## src/verilog/rsc_map.vh

```
/*
 * Register map, field positions, codes and timing for the reset source
 * controller. Included by the controller; holds definitions only.
 */
`ifndef RSC_MAP_VH
`define RSC_MAP_VH

// Register byte offsets on the APB bus.
`define RSC_OFF_THR 8'h00
`define RSC_OFF_CTRL 8'h04
`define RSC_OFF_WATCHDOG_CONTROL 8'h08
`define RSC_OFF_STAT 8'h0c

// Control register fields.
`define RSC_CTRL_WRF 0
`define RSC_CTRL_LRF 1
`define RSC_CTRL_LOW_VOLTAGE_FLAG 2
`define RSC_CTRL_KEEP 7

// Status register fields.
`define RSC_STAT_PDF 0
`define RSC_STAT_TO 1
`define RSC_STAT_SLEEP 2

// Watchdog control fields.
`define RSC_WE_HI 7
`define RSC_WE_LO 3

// Threshold select codes.
`define RSC_THR_1V7 8'h66
`define RSC_THR_1V9 8'h55
`define RSC_THR_2V55 8'h33
`define RSC_THR_3V15 8'h99
`define RSC_THR_3V8 8'haa
`define RSC_THR_OFF 8'hf0

// Watchdog enable codes and reset values.
`define RSC_WE_DIS 5'h15
`define RSC_WE_EN 5'h0a
`define RSC_WATCHDOG_CONTROL_POR 8'h53
`define RSC_THR_POR 8'h66

// Slow oscillator edges counted before a bad-code reset.
`define RSC_BAD_EDGES 2'h2

// Low-supply qualification time in ns and the clock period in ns.
`define RSC_T_QUAL_NS 100000
`define RSC_CLK_NS 50

`endif

```

## src/verilog/rsc_reset_ctrl.v

```verilog
/*
 * Reset source controller: power-on, qualified low-supply, bad threshold
 * code and bad watchdog code resets, watchdog time-out handling and the
 * reset-cause flags, with an APB register slave.
 * Assumes the supply comparator, the watchdog counter, the power mode and
 * the slow internal oscillator level are synchronous to pclk, and that
 * presetn is the power-on reset.
 */
`include "rsc_map.vh"
`timescale 1ns/1ps
`default_nettype none

module rsc_reset_ctrl #(
    parameter QUAL_NS = `RSC_T_QUAL_NS,
    parameter PORT_W = 8,
    parameter AN_W = 8
) (
    input wire pclk,
    input wire presetn,
    input wire psel,
    input wire penable,
    input wire pwrite,
    input wire [7:0] paddr,
    input wire [31:0] pwdata,
    output reg [31:0] prdata,
    output reg pready,
    output reg pslverr,
    input wire supply_low,
    input wire wdt_timeout,
    input wire sleep_mode,
    input wire slow_internal_osc,
    output reg sys_reset_r,
    output reg pc_clear_r,
    output reg sp_top_r,
    output reg int_en_clear_r,
    output reg wdt_clear_r,
    output reg timer_off_r,
    output reg [PORT_W-1:0] port_data_init_r,
    output reg [PORT_W-1:0] port_dir_init_r,
    output reg [AN_W-1:0] analog_inputs_r,
    output wire [7:0] threshold_code,
    output wire supply_monitor_on,
    output wire watchdog_enable,
    output wire idle_sysclk_keep
);

    ////////////////////////////////////////////////////////////////////////
    // Timing constants.

    // Qualification in whole cycles; the monitor fires one cycle beyond it.
    localparam integer QUAL_CYC_I = (QUAL_NS + `RSC_CLK_NS - 1) / `RSC_CLK_NS;
    localparam integer QUAL_CYC_S = (QUAL_CYC_I < 1) ? 1 : QUAL_CYC_I;
    localparam [15:0] QUAL_CYC = QUAL_CYC_S[15:0];

    ////////////////////////////////////////////////////////////////////////
    // Code checks.

    // True for one of the six defined threshold codes.
    function thr_valid;
        input [7:0] c;
        begin
            case (c)
                `RSC_THR_1V7, `RSC_THR_1V9, `RSC_THR_2V55,
                `RSC_THR_3V15, `RSC_THR_3V8, `RSC_THR_OFF:
                    thr_valid = 1'b1;
                default:
                    thr_valid = 1'b0;
            endcase
        end
    endfunction

    // True for the enable or disable watchdog code.
    function we_valid;
        input [4:0] c;
        begin
            we_valid = (c == `RSC_WE_DIS) || (c == `RSC_WE_EN);
        end
    endfunction

    ////////////////////////////////////////////////////////////////////////
    // State.

    reg [7:0] thr_r;
    reg [7:0] watchdog_control_r;
    reg low_voltage_flag_r;
    reg lrf_r;
    reg wrf_r;
    reg keep_r;
    reg to_r;
    reg pdf_r;
    reg por_pend_r;
    reg [15:0] qual_cnt_r;
    reg osc_prev_r;
    reg [1:0] thr_bad_cnt_r;
    reg [1:0] we_bad_cnt_r;

    wire osc_rise;
    wire thr_bad;
    wire we_bad;
    wire lvr_fire;
    wire thr_fire;
    wire we_fire;
    wire wdt_run_fire;
    wire wdt_sleep_fire;
    wire full_reset;
    wire wr_acc;
    wire wr_thr;
    wire wr_ctrl;
    wire wr_watchdog_control;
    reg [31:0] rd_nxt;
    reg err_nxt;

    assign osc_rise = slow_internal_osc & ~osc_prev_r;
    assign thr_bad = ~thr_valid(thr_r);
    assign we_bad = ~we_valid(watchdog_control_r[`RSC_WE_HI:`RSC_WE_LO]);
    assign supply_monitor_on = (thr_r != `RSC_THR_OFF) & ~sleep_mode;
    assign watchdog_enable = (watchdog_control_r[`RSC_WE_HI:`RSC_WE_LO] == `RSC_WE_EN);
    assign threshold_code = thr_r;
    assign idle_sysclk_keep = keep_r;

    // A low level that reaches the count persisted beyond the limit.
    assign lvr_fire = supply_monitor_on & supply_low & (qual_cnt_r == QUAL_CYC);
    assign thr_fire = thr_bad & osc_rise & (thr_bad_cnt_r == `RSC_BAD_EDGES);
    assign we_fire = we_bad & osc_rise & (we_bad_cnt_r == `RSC_BAD_EDGES);
    assign wdt_run_fire = wdt_timeout & ~sleep_mode;
    assign wdt_sleep_fire = wdt_timeout & sleep_mode;
    assign full_reset = por_pend_r | lvr_fire | thr_fire | we_fire | wdt_run_fire;

    // Writes take effect at the access edge with pready high.
    assign wr_acc = psel & penable & pwrite & pready;
    assign wr_thr = wr_acc & (paddr == `RSC_OFF_THR);
    assign wr_ctrl = wr_acc & (paddr == `RSC_OFF_CTRL);
    assign wr_watchdog_control = wr_acc & (paddr == `RSC_OFF_WATCHDOG_CONTROL);

    ////////////////////////////////////////////////////////////////////////
    // Supply qualification counter; restarts whenever the supply recovers.

    always @(posedge pclk or negedge presetn)
    begin
        if (!presetn)
            qual_cnt_r <= 16'h0000;
        else if (!(supply_monitor_on & supply_low) || full_reset)
            qual_cnt_r <= 16'h0000;
        else if (qual_cnt_r != QUAL_CYC)
            qual_cnt_r <= qual_cnt_r + 16'h0001;
    end

    ////////////////////////////////////////////////////////////////////////
    // Slow oscillator edge counting for the bad-code resets.

    always @(posedge pclk or negedge presetn)
    begin
        if (!presetn)
        begin
            osc_prev_r <= 1'b0;
            thr_bad_cnt_r <= 2'h0;
            we_bad_cnt_r <= 2'h0;
        end
        else
        begin
            osc_prev_r <= slow_internal_osc;
            if (!thr_bad || full_reset)
                thr_bad_cnt_r <= 2'h0;
            else if (osc_rise && thr_bad_cnt_r != `RSC_BAD_EDGES)
                thr_bad_cnt_r <= thr_bad_cnt_r + 2'h1;
            if (!we_bad || full_reset)
                we_bad_cnt_r <= 2'h0;
            else if (osc_rise && we_bad_cnt_r != `RSC_BAD_EDGES)
                we_bad_cnt_r <= we_bad_cnt_r + 2'h1;
        end
    end

    ////////////////////////////////////////////////////////////////////////
    // Threshold select and watchdog control registers.

    always @(posedge pclk or negedge presetn)
    begin
        if (!presetn)
        begin
            thr_r <= `RSC_THR_POR;
            watchdog_control_r <= `RSC_WATCHDOG_CONTROL_POR;
        end
        else
        begin
            // A genuine low-supply reset leaves the threshold alone.
            if (thr_fire)
                thr_r <= `RSC_THR_POR;
            else if (wr_thr && !full_reset)
                thr_r <= pwdata[7:0];
            if (full_reset)
                watchdog_control_r <= `RSC_WATCHDOG_CONTROL_POR;
            else if (wr_watchdog_control)
                watchdog_control_r <= pwdata[7:0];
        end
    end

    ////////////////////////////////////////////////////////////////////////
    // Reset-cause flags in the control register; hardware set wins.

    always @(posedge pclk or negedge presetn)
    begin
        if (!presetn)
        begin
            low_voltage_flag_r <= 1'b0;
            lrf_r <= 1'b0;
            wrf_r <= 1'b0;
            keep_r <= 1'b0;
        end
        else
        begin
            if (lvr_fire)
                low_voltage_flag_r <= 1'b1;
            else if (wr_ctrl && !pwdata[`RSC_CTRL_LOW_VOLTAGE_FLAG])
                low_voltage_flag_r <= 1'b0;
            if (thr_fire)
                lrf_r <= 1'b1;
            else if (wr_ctrl && !pwdata[`RSC_CTRL_LRF])
                lrf_r <= 1'b0;
            if (we_fire)
                wrf_r <= 1'b1;
            else if (wr_ctrl && !pwdata[`RSC_CTRL_WRF])
                wrf_r <= 1'b0;
            if (full_reset)
                keep_r <= 1'b0;
            else if (wr_ctrl)
                keep_r <= pwdata[`RSC_CTRL_KEEP];
        end
    end

    ////////////////////////////////////////////////////////////////////////
    // Time-out and power-down flags, cleared only by power-on.

    always @(posedge pclk or negedge presetn)
    begin
        if (!presetn)
        begin
            to_r <= 1'b0;
            pdf_r <= 1'b0;
        end
        else if (wdt_sleep_fire)
        begin
            to_r <= 1'b1;
            pdf_r <= 1'b1;
        end
        else if (wdt_run_fire)
            to_r <= 1'b1;
    end

    ////////////////////////////////////////////////////////////////////////
    // Reset pulses to the core and peripherals.

    always @(posedge pclk or negedge presetn)
    begin
        if (!presetn)
        begin
            por_pend_r <= 1'b1;
            sys_reset_r <= 1'b0;
            pc_clear_r <= 1'b0;
            sp_top_r <= 1'b0;
            int_en_clear_r <= 1'b0;
            wdt_clear_r <= 1'b0;
            timer_off_r <= 1'b0;
        end
        else
        begin
            por_pend_r <= 1'b0;
            sys_reset_r <= full_reset;
            pc_clear_r <= full_reset | wdt_sleep_fire;
            sp_top_r <= full_reset | wdt_sleep_fire;
            int_en_clear_r <= full_reset;
            wdt_clear_r <= full_reset;
            timer_off_r <= full_reset;
        end
    end

    ////////////////////////////////////////////////////////////////////////
    // Port and analogue pin initial values, reloaded on each full reset.

    always @(posedge pclk or negedge presetn)
    begin
        if (!presetn)
        begin
            port_data_init_r <= {PORT_W{1'b1}};
            port_dir_init_r <= {PORT_W{1'b1}};
            analog_inputs_r <= {AN_W{1'b1}};
        end
        else if (full_reset)
        begin
            port_data_init_r <= {PORT_W{1'b1}};
            port_dir_init_r <= {PORT_W{1'b1}};
            analog_inputs_r <= {AN_W{1'b1}};
        end
    end

    ////////////////////////////////////////////////////////////////////////
    // APB read mux; unmapped offsets answer with an error.

    always @*
    begin
        rd_nxt = 32'h0000_0000;
        err_nxt = 1'b0;
        case (paddr)
            `RSC_OFF_THR:
                rd_nxt[7:0] = thr_r;
            `RSC_OFF_CTRL:
            begin
                rd_nxt[`RSC_CTRL_KEEP] = keep_r;
                rd_nxt[`RSC_CTRL_LOW_VOLTAGE_FLAG] = low_voltage_flag_r;
                rd_nxt[`RSC_CTRL_LRF] = lrf_r;
                rd_nxt[`RSC_CTRL_WRF] = wrf_r;
            end
            `RSC_OFF_WATCHDOG_CONTROL:
                rd_nxt[7:0] = watchdog_control_r;
            `RSC_OFF_STAT:
            begin
                rd_nxt[`RSC_STAT_PDF] = pdf_r;
                rd_nxt[`RSC_STAT_TO] = to_r;
                rd_nxt[`RSC_STAT_SLEEP] = sleep_mode;
            end
            default:
                err_nxt = 1'b1;
        endcase
    end

    ////////////////////////////////////////////////////////////////////////
    // APB answer: data captured in setup, pready high for one access cycle.

    always @(posedge pclk or negedge presetn)
    begin
        if (!presetn)
        begin
            prdata <= 32'h0000_0000;
            pready <= 1'b0;
            pslverr <= 1'b0;
        end
        else if (psel && !penable)
        begin
            prdata <= pwrite ? 32'h0000_0000 : rd_nxt;
            pready <= 1'b1;
            pslverr <= err_nxt;
        end
        else
        begin
            pready <= 1'b0;
            pslverr <= 1'b0;
        end
    end

endmodule

`default_nettype wire

```

## config.mk

```make
export PLATFORM = sky130hd
export DESIGN_NAME = rsc_reset_ctrl
export DESIGN_NICKNAME = d
export VERILOG_FILES = /design/src/verilog/rsc_reset_ctrl.v
export VERILOG_INCLUDE_DIRS = /design/src /design/src/verilog
export SDC_FILE = /design/constraint.sdc
export NUM_CORES = 1
export LEC_CHECK = 0
export BUFFER_PORTS_ARGS = -buffer_cell sky130_fd_sc_hd__buf_2
export CAP_MARGIN = 15
export CORE_UTILIZATION = 53
export DETAILED_ROUTE_END_ITERATION = 16
export GPL_TIMING_DRIVEN = 0
export PLACE_DENSITY = 0.88
export SYNTH_ARGS = -nofsm -noshare
export SYNTH_HDL_FRONTEND = slang
export SYNTH_SLANG_ARGS = --single-unit
```

## constraint.sdc

```tcl
create_clock -name pclk -period 3.1 [get_ports pclk]
set_input_delay 0.31 -clock pclk [delete_from_list [all_inputs] [get_ports pclk]]
set_output_delay 0.31 -clock pclk [all_outputs]
set_load 0.02 [all_outputs]
```

Word-level counts from Yosys, hierarchy flattened --
Index checks and enable logic that the tools add are counted. W data, S select, Z words.
Storage, ports and cells: flip-flop bits (word level) 80, word-level logic and storage cells 122, output and inout port bits 75
Operators by class: eq/ne operators 18, reductions and logical operators 30, mux-type cells 28, add/sub/neg operators 3, bitwise logic cells 25
Operators with widths (number):
- $mux W8 | 5
- $mux W16 | 2
- $eq A8 B8 Y1 const B | 3
- $reduce_bool A2 Y1 | 10
- $add A16 B1 Y16 const B | 1
- $and A1 B1 Y1 | 16
- $eq A16 B11 Y1 const B | 1
- $eq A8 B4 Y1 const B | 2
- $eq A8 B7 Y1 const B | 2
- $ne A16 B11 Y1 const B | 1
- $mux W1 | 14
- $pmux W3 S4 | 1
- $eq A8 B3 Y1 const B | 1
- $eq A8 B6 Y1 const B | 1
- $logic_not A8 Y1 | 1
- $mux W2 | 4
- $ne A8 B8 Y1 const B | 1
- $pmux W4 S2 | 1
- $logic_and A1 B1 Y1 | 7
- $logic_not A1 Y1 | 6
- $reduce_or A6 Y1 | 1
- $eq A5 B4 Y1 const B | 1
- $eq A5 B5 Y1 const B | 1
- $or A1 B1 Y1 | 5
- other kinds (7) | 16

Longest topological paths before layout --
Gate-level depths: netlist of run 1.
word-level depth 13, mapped depth 8

Worst setup path after synthesis of run 1 --
Ideal clock, no wire load.
kind reg2reg, from register thr_r[2], in the netlist threshold_code[2], to register watchdog_control_r[6], path buffers 1, arrival time 1.684 ns, setup slack 1.334 ns, data required time 3.018 ns, stages on the path, launching flop included 7, clock period less this slack 1.766 ns, library setup time 0.082 ns, cells stage by stage dfstp_2 nor4bb_1 o22ai_1 nand4_2 nand3_2 buf_2 a211o_1
On the way: word-level cells in the longest chain between the ends 10, elaborated cells between the ends (all ways) 21, those cells by class 7 x eq/ne; 2 x mux; 10 x bitwise; 2 x reduce/logical
RTL lines:
- from (decl) | RTL line rsc_reset_ctrl.v:83 | reg [7:0] thr_r;
- from (signal assigned) | RTL line rsc_reset_ctrl.v:180 | thr_r <= `RSC_THR_POR;
- from (signal assigned) | RTL line rsc_reset_ctrl.v:187 | thr_r <= `RSC_THR_POR;
- from (signal assigned) | RTL line rsc_reset_ctrl.v:189 | thr_r <= pwdata[7:0];
- $eq A8 B7 Y1 (tied with other cells) | RTL line rsc_reset_ctrl.v:62 | case (c)
- $reduce_or A6 Y1 | RTL line rsc_reset_ctrl.v:62
- $mux W1 | RTL line rsc_reset_ctrl.v:62
- $not A1 Y1 | RTL line rsc_reset_ctrl.v:114 | assign thr_bad = ~thr_valid(thr_r);
- $and A1 B1 Y1 (2 in a row) | RTL line rsc_reset_ctrl.v:123 | assign thr_fire = thr_bad & osc_rise & (thr_bad_cnt_r == `RSC_BAD_EDGES);
- $or A1 B1 Y1 * (3 in a row) | RTL line rsc_reset_ctrl.v:127 | assign full_reset = por_pend_r | lvr_fire | thr_fire | we_fire | wdt_run_fire;
- named net full_reset | RTL line rsc_reset_ctrl.v:105 | wire full_reset;
- $mux W8 or $reduce_bool A2 Y1 (tied branches)
- to (signal assigned) | RTL line rsc_reset_ctrl.v:181 | watchdog_control_r <= `RSC_WATCHDOG_CONTROL_POR;
- to (signal assigned) | RTL line rsc_reset_ctrl.v:191 | watchdog_control_r <= `RSC_WATCHDOG_CONTROL_POR;
- to (signal assigned) | RTL line rsc_reset_ctrl.v:193 | watchdog_control_r <= pwdata[7:0];
- to (decl) | RTL line rsc_reset_ctrl.v:84 | reg [7:0] watchdog_control_r;
Mark *: on every way through the listed nets, which the timed path passes. The rest lies on a longest branch. A chain may end at the register's enable or synchronous reset.

Worst setup path after layout of run 1 --
from register thr_r[6], in the netlist threshold_code[6], to register watchdog_control_r[6]
The elaborated chain is that of the path after synthesis.

==> reports/results.ini, run 1 <==
[synthesis]
ys_warn_count = 0
synth_common_cells = buf_4 (53), dfrtp_1 (47), nor2_1 (31), nand2_1 (27), mux2i_1 (19)
synth_area_um2 = 3200
synthTopCellsByArea = dfrtp_1 (37%), buf_4 (12%), dfstp_2 (7.4%), mux2i_1 (5.9%), nor2_1 (3.6%)
synth_area_per_cell_um2 = 10.1
yosysTopAreaCellShare = 0.368
synth_ff_type = dfrtp_1
synthCells = 318
synth_top_area_cell = dfrtp_1
ys_seq_elements = 56
synthArstFlopShare = 1.00
seq_area_frac_synth = 0.442
synth_edf_count = 0
yosysUniqueCellTypes = 45
synth_most_common_cell = buf_4

[timing]
min_period_ns = 2.02
setup_viol = 0
tightest_slew_ns = 0.652
period_share = 0.653
finalSetupTns_ns = 0
slew_violations = 0
fin_ws_ns = 1.08
final_hold_viol_count = 4
rsz0062_at_grt = no
max_slew_margin = 0.566
max_freq_mhz = 494
holdWs_ns = -0.00199
finalClockSkew_ns = 0.0143

[global_routing]
antenna_found_initial = 0
grt_overflow = 0
grt_pass1_vias = 2262
grt_pass1_wl_mm = 10.2
grt_start_max_net_pins = 57
grt_usage = 0.209

[route]
first_iter_violations = 167
final_antenna_net_count = 0
dr_total_vias = 2471
avgRoutedWirePerCell_um = 13.1
routed_via_density = 4.98
wirelength_mm = 6.51
firstDrtPassIters = 4
drcViolationCount = 0

[clock_tree]
cts_sinks = 56
cts_made_buffers = 5
cts_tree = done
htree_levels = 2
clk_pin_slew_worst_paths_ns = 0.11
ctsHoldBuffers = 0
cts_resized = 0
cts_setup_buffers = 0
clock_latency_ns = 0.32
cts_root_buf = clkbuf_8
cts_max_path_buffers = 2

[critical_path]
cp_max_fo = 10
cp.arrival_ns = 2.29
criticalPathCategory = flop to flop
slowest_delay_ns = 0.62
path_delay_family = flip-flops
required_ns = 3.36
slowest_stage = dfstp_2
path_buf_inv = 1
rr_startpoint = threshold_code[6]
critPathLaunch = threshold_code[6]
crit_path_start_kind = flop
reg2reg_slack_ns = 1.08
end_kind = flop
path_cells = nand4bb_1, o211ai_1, nand2b_1, nand3_2, buf_2, a211o_1

[run_status]
outcome = finished with violations
violations = negative hold slack

[layout]
syn2layout_area_growth_pct = 19.6
post-route-util = 0.674
drive_above_1_share = 0.318
regArea_um2 = 1410
multi_input_area_um2 = 1490
antenna_cells = 0
final_nets = 476
nFillCells = 448

[place]
dp_hpwl_mm = 4.85
pre_cts_ws_ns = 1.10
gp_congestion = 0.810
io_buffers = 50

[pwr]
powerDensity_nw_per_um2 = 377
leakagePower_nw = 1.85
finalPower_mw = 1.44
irDropWorstVdd_v = 0.000243

[floorplan]
die_x_um = 79.7
io_pins = 124
dieArea_um2 = 6350
start_util = 0.563
core-area_um2 = 5680
die_h_um = 79.7
num_rows = 27

[flow_run]
maxCapViolCount = 0

[min_path]
worstHoldPathType = input port to async pin

==> cells in the final DEF (no fill, tap or decap), types with 9 or more instances in the layout <==
cell      n
buf_2    54
buf_4    53
conb_1   49
dfrtp_1  47
nor2_1   31
nand2_1  27
mux2i_1  19
nor2b_1  14
o21ai_0  14
xor2_1   12
inv_1     9
dfstp_2   9
==> final timing paths <==
kind                                         endpoint  cells after the start
worst min-delay path                        prdata[3]                      1
worst min register to register                  pdf_r                      1
min in group pclk                          osc_prev_r                      1
worst max register to register  watchdog_control_r[6]                      6
max in group asynchronous           threshold_code[1]                      2
worst max-delay path            watchdog_control_r[6]                      6
==> worst reg2reg max path, delay by kind of cell (launching register included) <==
family	cells	cell delay [ns]
simple gates	3	0.56
buf+inv	1	0.23
compound gates	2	0.56
flops	1	0.62
==> where the power goes <==
part | leakage (nW) | switching, mW | internal [mW]
registers | 0.728 | 0.0247 | 0.758
clock network | 0.0414 | 0.242 | 0.161
logic | 1.08 | 0.150 | 0.104
total | 1.85 | 0.417 | 1.02
==> area by class of cell <==
cell class,count,share of cell area
well taps,72,0.0236
inverters,9,0.00884
clock inverters,2,0.00426
clock buffers,6,0.0190
multi-input cells,239,0.389
repair buffers,51,0.0707
flip-flops and latches,56,0.370
plain buffers,61,0.115
==> flip-flops by register name (all words and copies together) (netlist names), 2 cells and up <==
name and flops:
thr_bad_cnt_r 2, watchdog_control_r 8, threshold_code 8, we_bad_cnt_r 2, prdata 8, qual_cnt_r 16
==> kinds of logic after synthesis <==
group | Yosys count | share of synthesized area
flops | 56 | 0.442
buf+inv | 70 | 0.148
fa+ha+maj | 4 | 0.0157
other cells | 2 | 0.00235
compound gates | 28 | 0.0571
xor+xnor | 16 | 0.0438
mux | 23 | 0.0841
simple gates | 119 | 0.207
==> metal layers <==
layer | part of all wire | GRT usage | wire (um)
met1 | 0.40 | 0.248 | 2630
met2 | 0.50 | 0.367 | 3230
met3 | 0.073 | 0.0389 | 477
met4 | 0.027 | 0.0927 | 175
met5 | 0 | 0 | 0
==> through the flow <==
stage                     instance area, um2  std cells  hold slack [ns]
after floorplan                         3370        365           0.0144
final                                   3820        496         -0.00199
after global placement                  3710        487            0.444
after CTS                               3800        495            0.118
after global routing                    3820        496           0.0452
after detailed placement                3710        487            0.447
Power figures use the tool's default switching activity.
==> inputs of run 2 (changes only) <==
--- a/config.mk
+++ b/config.mk
@@ -6,12 +6,13 @@
 export SDC_FILE = /design/constraint.sdc
 export NUM_CORES = 1
 export LEC_CHECK = 0
+export ABC_AREA = 1
 export BUFFER_PORTS_ARGS = -buffer_cell sky130_fd_sc_hd__buf_2
 export CAP_MARGIN = 15
-export CORE_UTILIZATION = 53
+export CORE_UTILIZATION = 46
 export DETAILED_ROUTE_END_ITERATION = 16
 export GPL_TIMING_DRIVEN = 0
-export PLACE_DENSITY = 0.88
+export PLACE_DENSITY = 0.8
 export SYNTH_ARGS = -nofsm -noshare
 export SYNTH_HDL_FRONTEND = slang
 export SYNTH_SLANG_ARGS = --single-unit
==> constraint.sdc (replaced) <==
create_clock -name pclk -period 1.71 [get_ports pclk]
set_input_delay 0.171 -clock pclk [delete_from_list [all_inputs] [get_ports pclk]]
set_output_delay 0.171 -clock pclk [all_outputs]
set_load 0.02 [all_outputs]
==> reports/results.ini, run 2 <==
[synthesis]
seq_area_frac_synth = 0.403  ; -0.0387
synth_ff_type = dfrtp_1
ys_seq_elements = 56  ; unchanged
synthCells = 457  ; +44%
yosysTopAreaCellShare = 0.336  ; -0.0322
synth_area_per_cell_um2 = 7.67  ; -24%
synth_most_common_cell = nand2_1
synth_common_cells = nand2_1 (110), inv_1 (56), buf_4 (55), nor2_1 (51), dfrtp_1 (47)
yosysUniqueCellTypes = 29  ; -36%
synth_edf_count = 0  ; unchanged
synth_top_area_cell = dfrtp_1
synthArstFlopShare = 1.00  ; unchanged
synth_area_um2 = 3500  ; +9.6%
ys_warn_count = 0  ; unchanged
synthTopCellsByArea = dfrtp_1 (34%), buf_4 (12%), nand2_1 (12%), dfstp_2 (6.8%), inv_1 (6.0%)

[pwr]
irDropWorstVdd_v = 0.000469  ; +93%
powerDensity_nw_per_um2 = 657  ; +74%
leakagePower_nw = 2.30  ; +25%
finalPower_mw = 2.94  ; +100%

[route]
drcViolationCount = 0  ; unchanged
avgRoutedWirePerCell_um = 11.7  ; -11%
first_iter_violations = 218  ; +31%
final_antenna_net_count = 0  ; unchanged
routed_via_density = 4.66  ; -6.5%
dr_total_vias = 3155  ; +28%
wirelength_mm = 7.93  ; +22%
firstDrtPassIters = 5  ; +1

[clock_tree]
cts_max_path_buffers = 2  ; unchanged
cts_sinks = 56  ; unchanged
cts_root_buf = clkbuf_8
cts_tree = done
cts_made_buffers = 5  ; unchanged
clock_latency_ns = 0.31  ; about the same
clk_pin_slew_worst_paths_ns = 0.10  ; about the same
htree_levels = 2  ; unchanged

[timing]
finalSetupTns_ns = -0.225  ; -0.225 ns
max_freq_mhz = 574  ; +16%
final_hold_viol_count = 0  ; -4
period_share = 1.02  ; +0.365
fin_ws_ns = -0.0309  ; -1.11 ns
holdWs_ns = 0.0599  ; +0.0619 ns
finalClockSkew_ns = 0.0142  ; -0.0000461 ns
slew_violations = 0  ; unchanged
setup_viol = 12  ; +12
rsz0062_at_grt = yes
min_period_ns = 1.74  ; -0.284 ns

[layout]
multi_input_area_um2 = 1740  ; +17%
largest_reg_flops = 16  ; unchanged
antenna_cells = 0  ; unchanged
design_area_um2 = 4470  ; +17%
regMostFlops = qual_cnt_r
final_common_cell = nand2_1
regArea_um2 = 1410  ; unchanged
syn2layout_area_growth_pct = 27.7
nFillCells = 641  ; +43%
final_nets = 630  ; +32%
drive_above_1_share = 0.320  ; +0.00167
post-route-util = 0.613  ; -0.0601
final_cell_mix = nand2_1 (101), buf_4 (64), inv_1 (53), buf_2 (51), conb_1 (49)
fin_cells = 677  ; +36%

[critical_path]
cp.arrival_ns = 1.99  ; -0.30 ns
cp_max_fo = 8  ; -2
end_kind = flop
criticalPathCategory = flop to flop
required_ns = 1.96  ; -1.40 ns
crit_path_start_kind = flop

[global_routing]
grt_start_max_net_pins = 38  ; -33%
grt_pass1_vias = 2800  ; +24%
grt_pass1_wl_mm = 12.2  ; +20%
grt_overflow = 0  ; unchanged
antenna_found_initial = 0  ; unchanged
grt_usage = 0.200  ; -0.00870

[floorplan]
start_util = 0.480  ; -0.0828
die_h_um = 89.3  ; +12%
dieArea_um2 = 7970  ; +26%
num_rows = 31  ; +15%
die_x_um = 89.3  ; +12%
io_pins = 124  ; unchanged
core-area_um2 = 7290  ; +28%

[place]
postPlaceCellArea_um2 = 4080  ; +9.8%
io_buffers = 51  ; +2.0%
gp_congestion = 0.879  ; +8.4%
dp.cells = 655  ; +34%
dp_hpwl_mm = 5.76  ; +19%
pre_cts_ws_ns = -0.0272  ; -1.13 ns

[min_path]
worstHoldPathType = input port to flop

[run_status]
outcome = finished with violations
violations = negative setup slack

[flow_run]
maxCapViolCount = 0  ; unchanged

[run 2: logic make-up (layout without fill, tap and decap cells)]
kind of cell	count (synthesis)	count (layout)	synth area share
AO/OA/AOI/OAI	23	23	0.0339
XOR/XNOR	13	13	0.0325
adder cells (fa/ha/maj)	4	4	0.0143
buffers and inverters	114	188	0.186
flip-flops	56	56	0.403
other	2	49	0.00214
AND/OR/NAND/NOR	245	245	0.328
[run 2: repair_timing]
item,CTS,global route
setup buffers,5,5
cloned,0,2
hold endpoints to repair,16,0
hold buffers,2,0
endpoints found under the setup margin,24,39
gates resized for setup,2,38
pin swaps,3,12
[run 2: worst max-delay path, stage by stage, from the launching register on]
cell       delay (ns)
dfstp_2          0.62
nand2_2          0.08
nor2_2           0.15
nand2_2          0.11
nand3_4          0.09
nor2_4           0.06
nor2_8           0.14
nand3_4          0.16
clkbuf_16        0.21
nor2_2           0.07
[run 2: report_power, final]
part           internal [mW]  switching, mW  leakage (nW)  total, mW
Combinational          0.204          0.309          1.51      0.514
Sequential              1.37         0.0407         0.728       1.41
Clock                  0.586          0.430        0.0654       1.02
Total                   2.16          0.780          2.30       2.94
[run 2: path summary, 6_finish.rpt]
path	from	endpoint	slack, ns	cells past startpoint
worst max-delay path	threshold_code[6]	qual_cnt_r[10]	-0.03	9
worst min-delay path	penable	pready	0.06	2
worst max register to register	threshold_code[6]	qual_cnt_r[10]	-0.03	9
worst min register to register	to_r	to_r	0.48	1
max in group asynchronous	presetn	por_pend_r	0.74	3
min in group asynchronous	presetn	prdata[7]	0.34	2
[run 2: cell type report]
type | count | share of cell area
clock inverter | 2 | 0.0134
multi-input combinational | 334 | 0.388
clock buffer | 6 | 0.0162
sequential | 56 | 0.316
tap | 99 | 0.0277
inverter | 57 | 0.0478
timing repair buffer | 66 | 0.0917
buffer | 57 | 0.0993
[run 2: metal layers]
metal,GRT usage,part of all wire,wire length (um)
met1,0.229,0.39,3100
met5,0,0,0
met3,0.0379,0.060,479
met2,0.371,0.53,4210
met4,0.0736,0.017,134
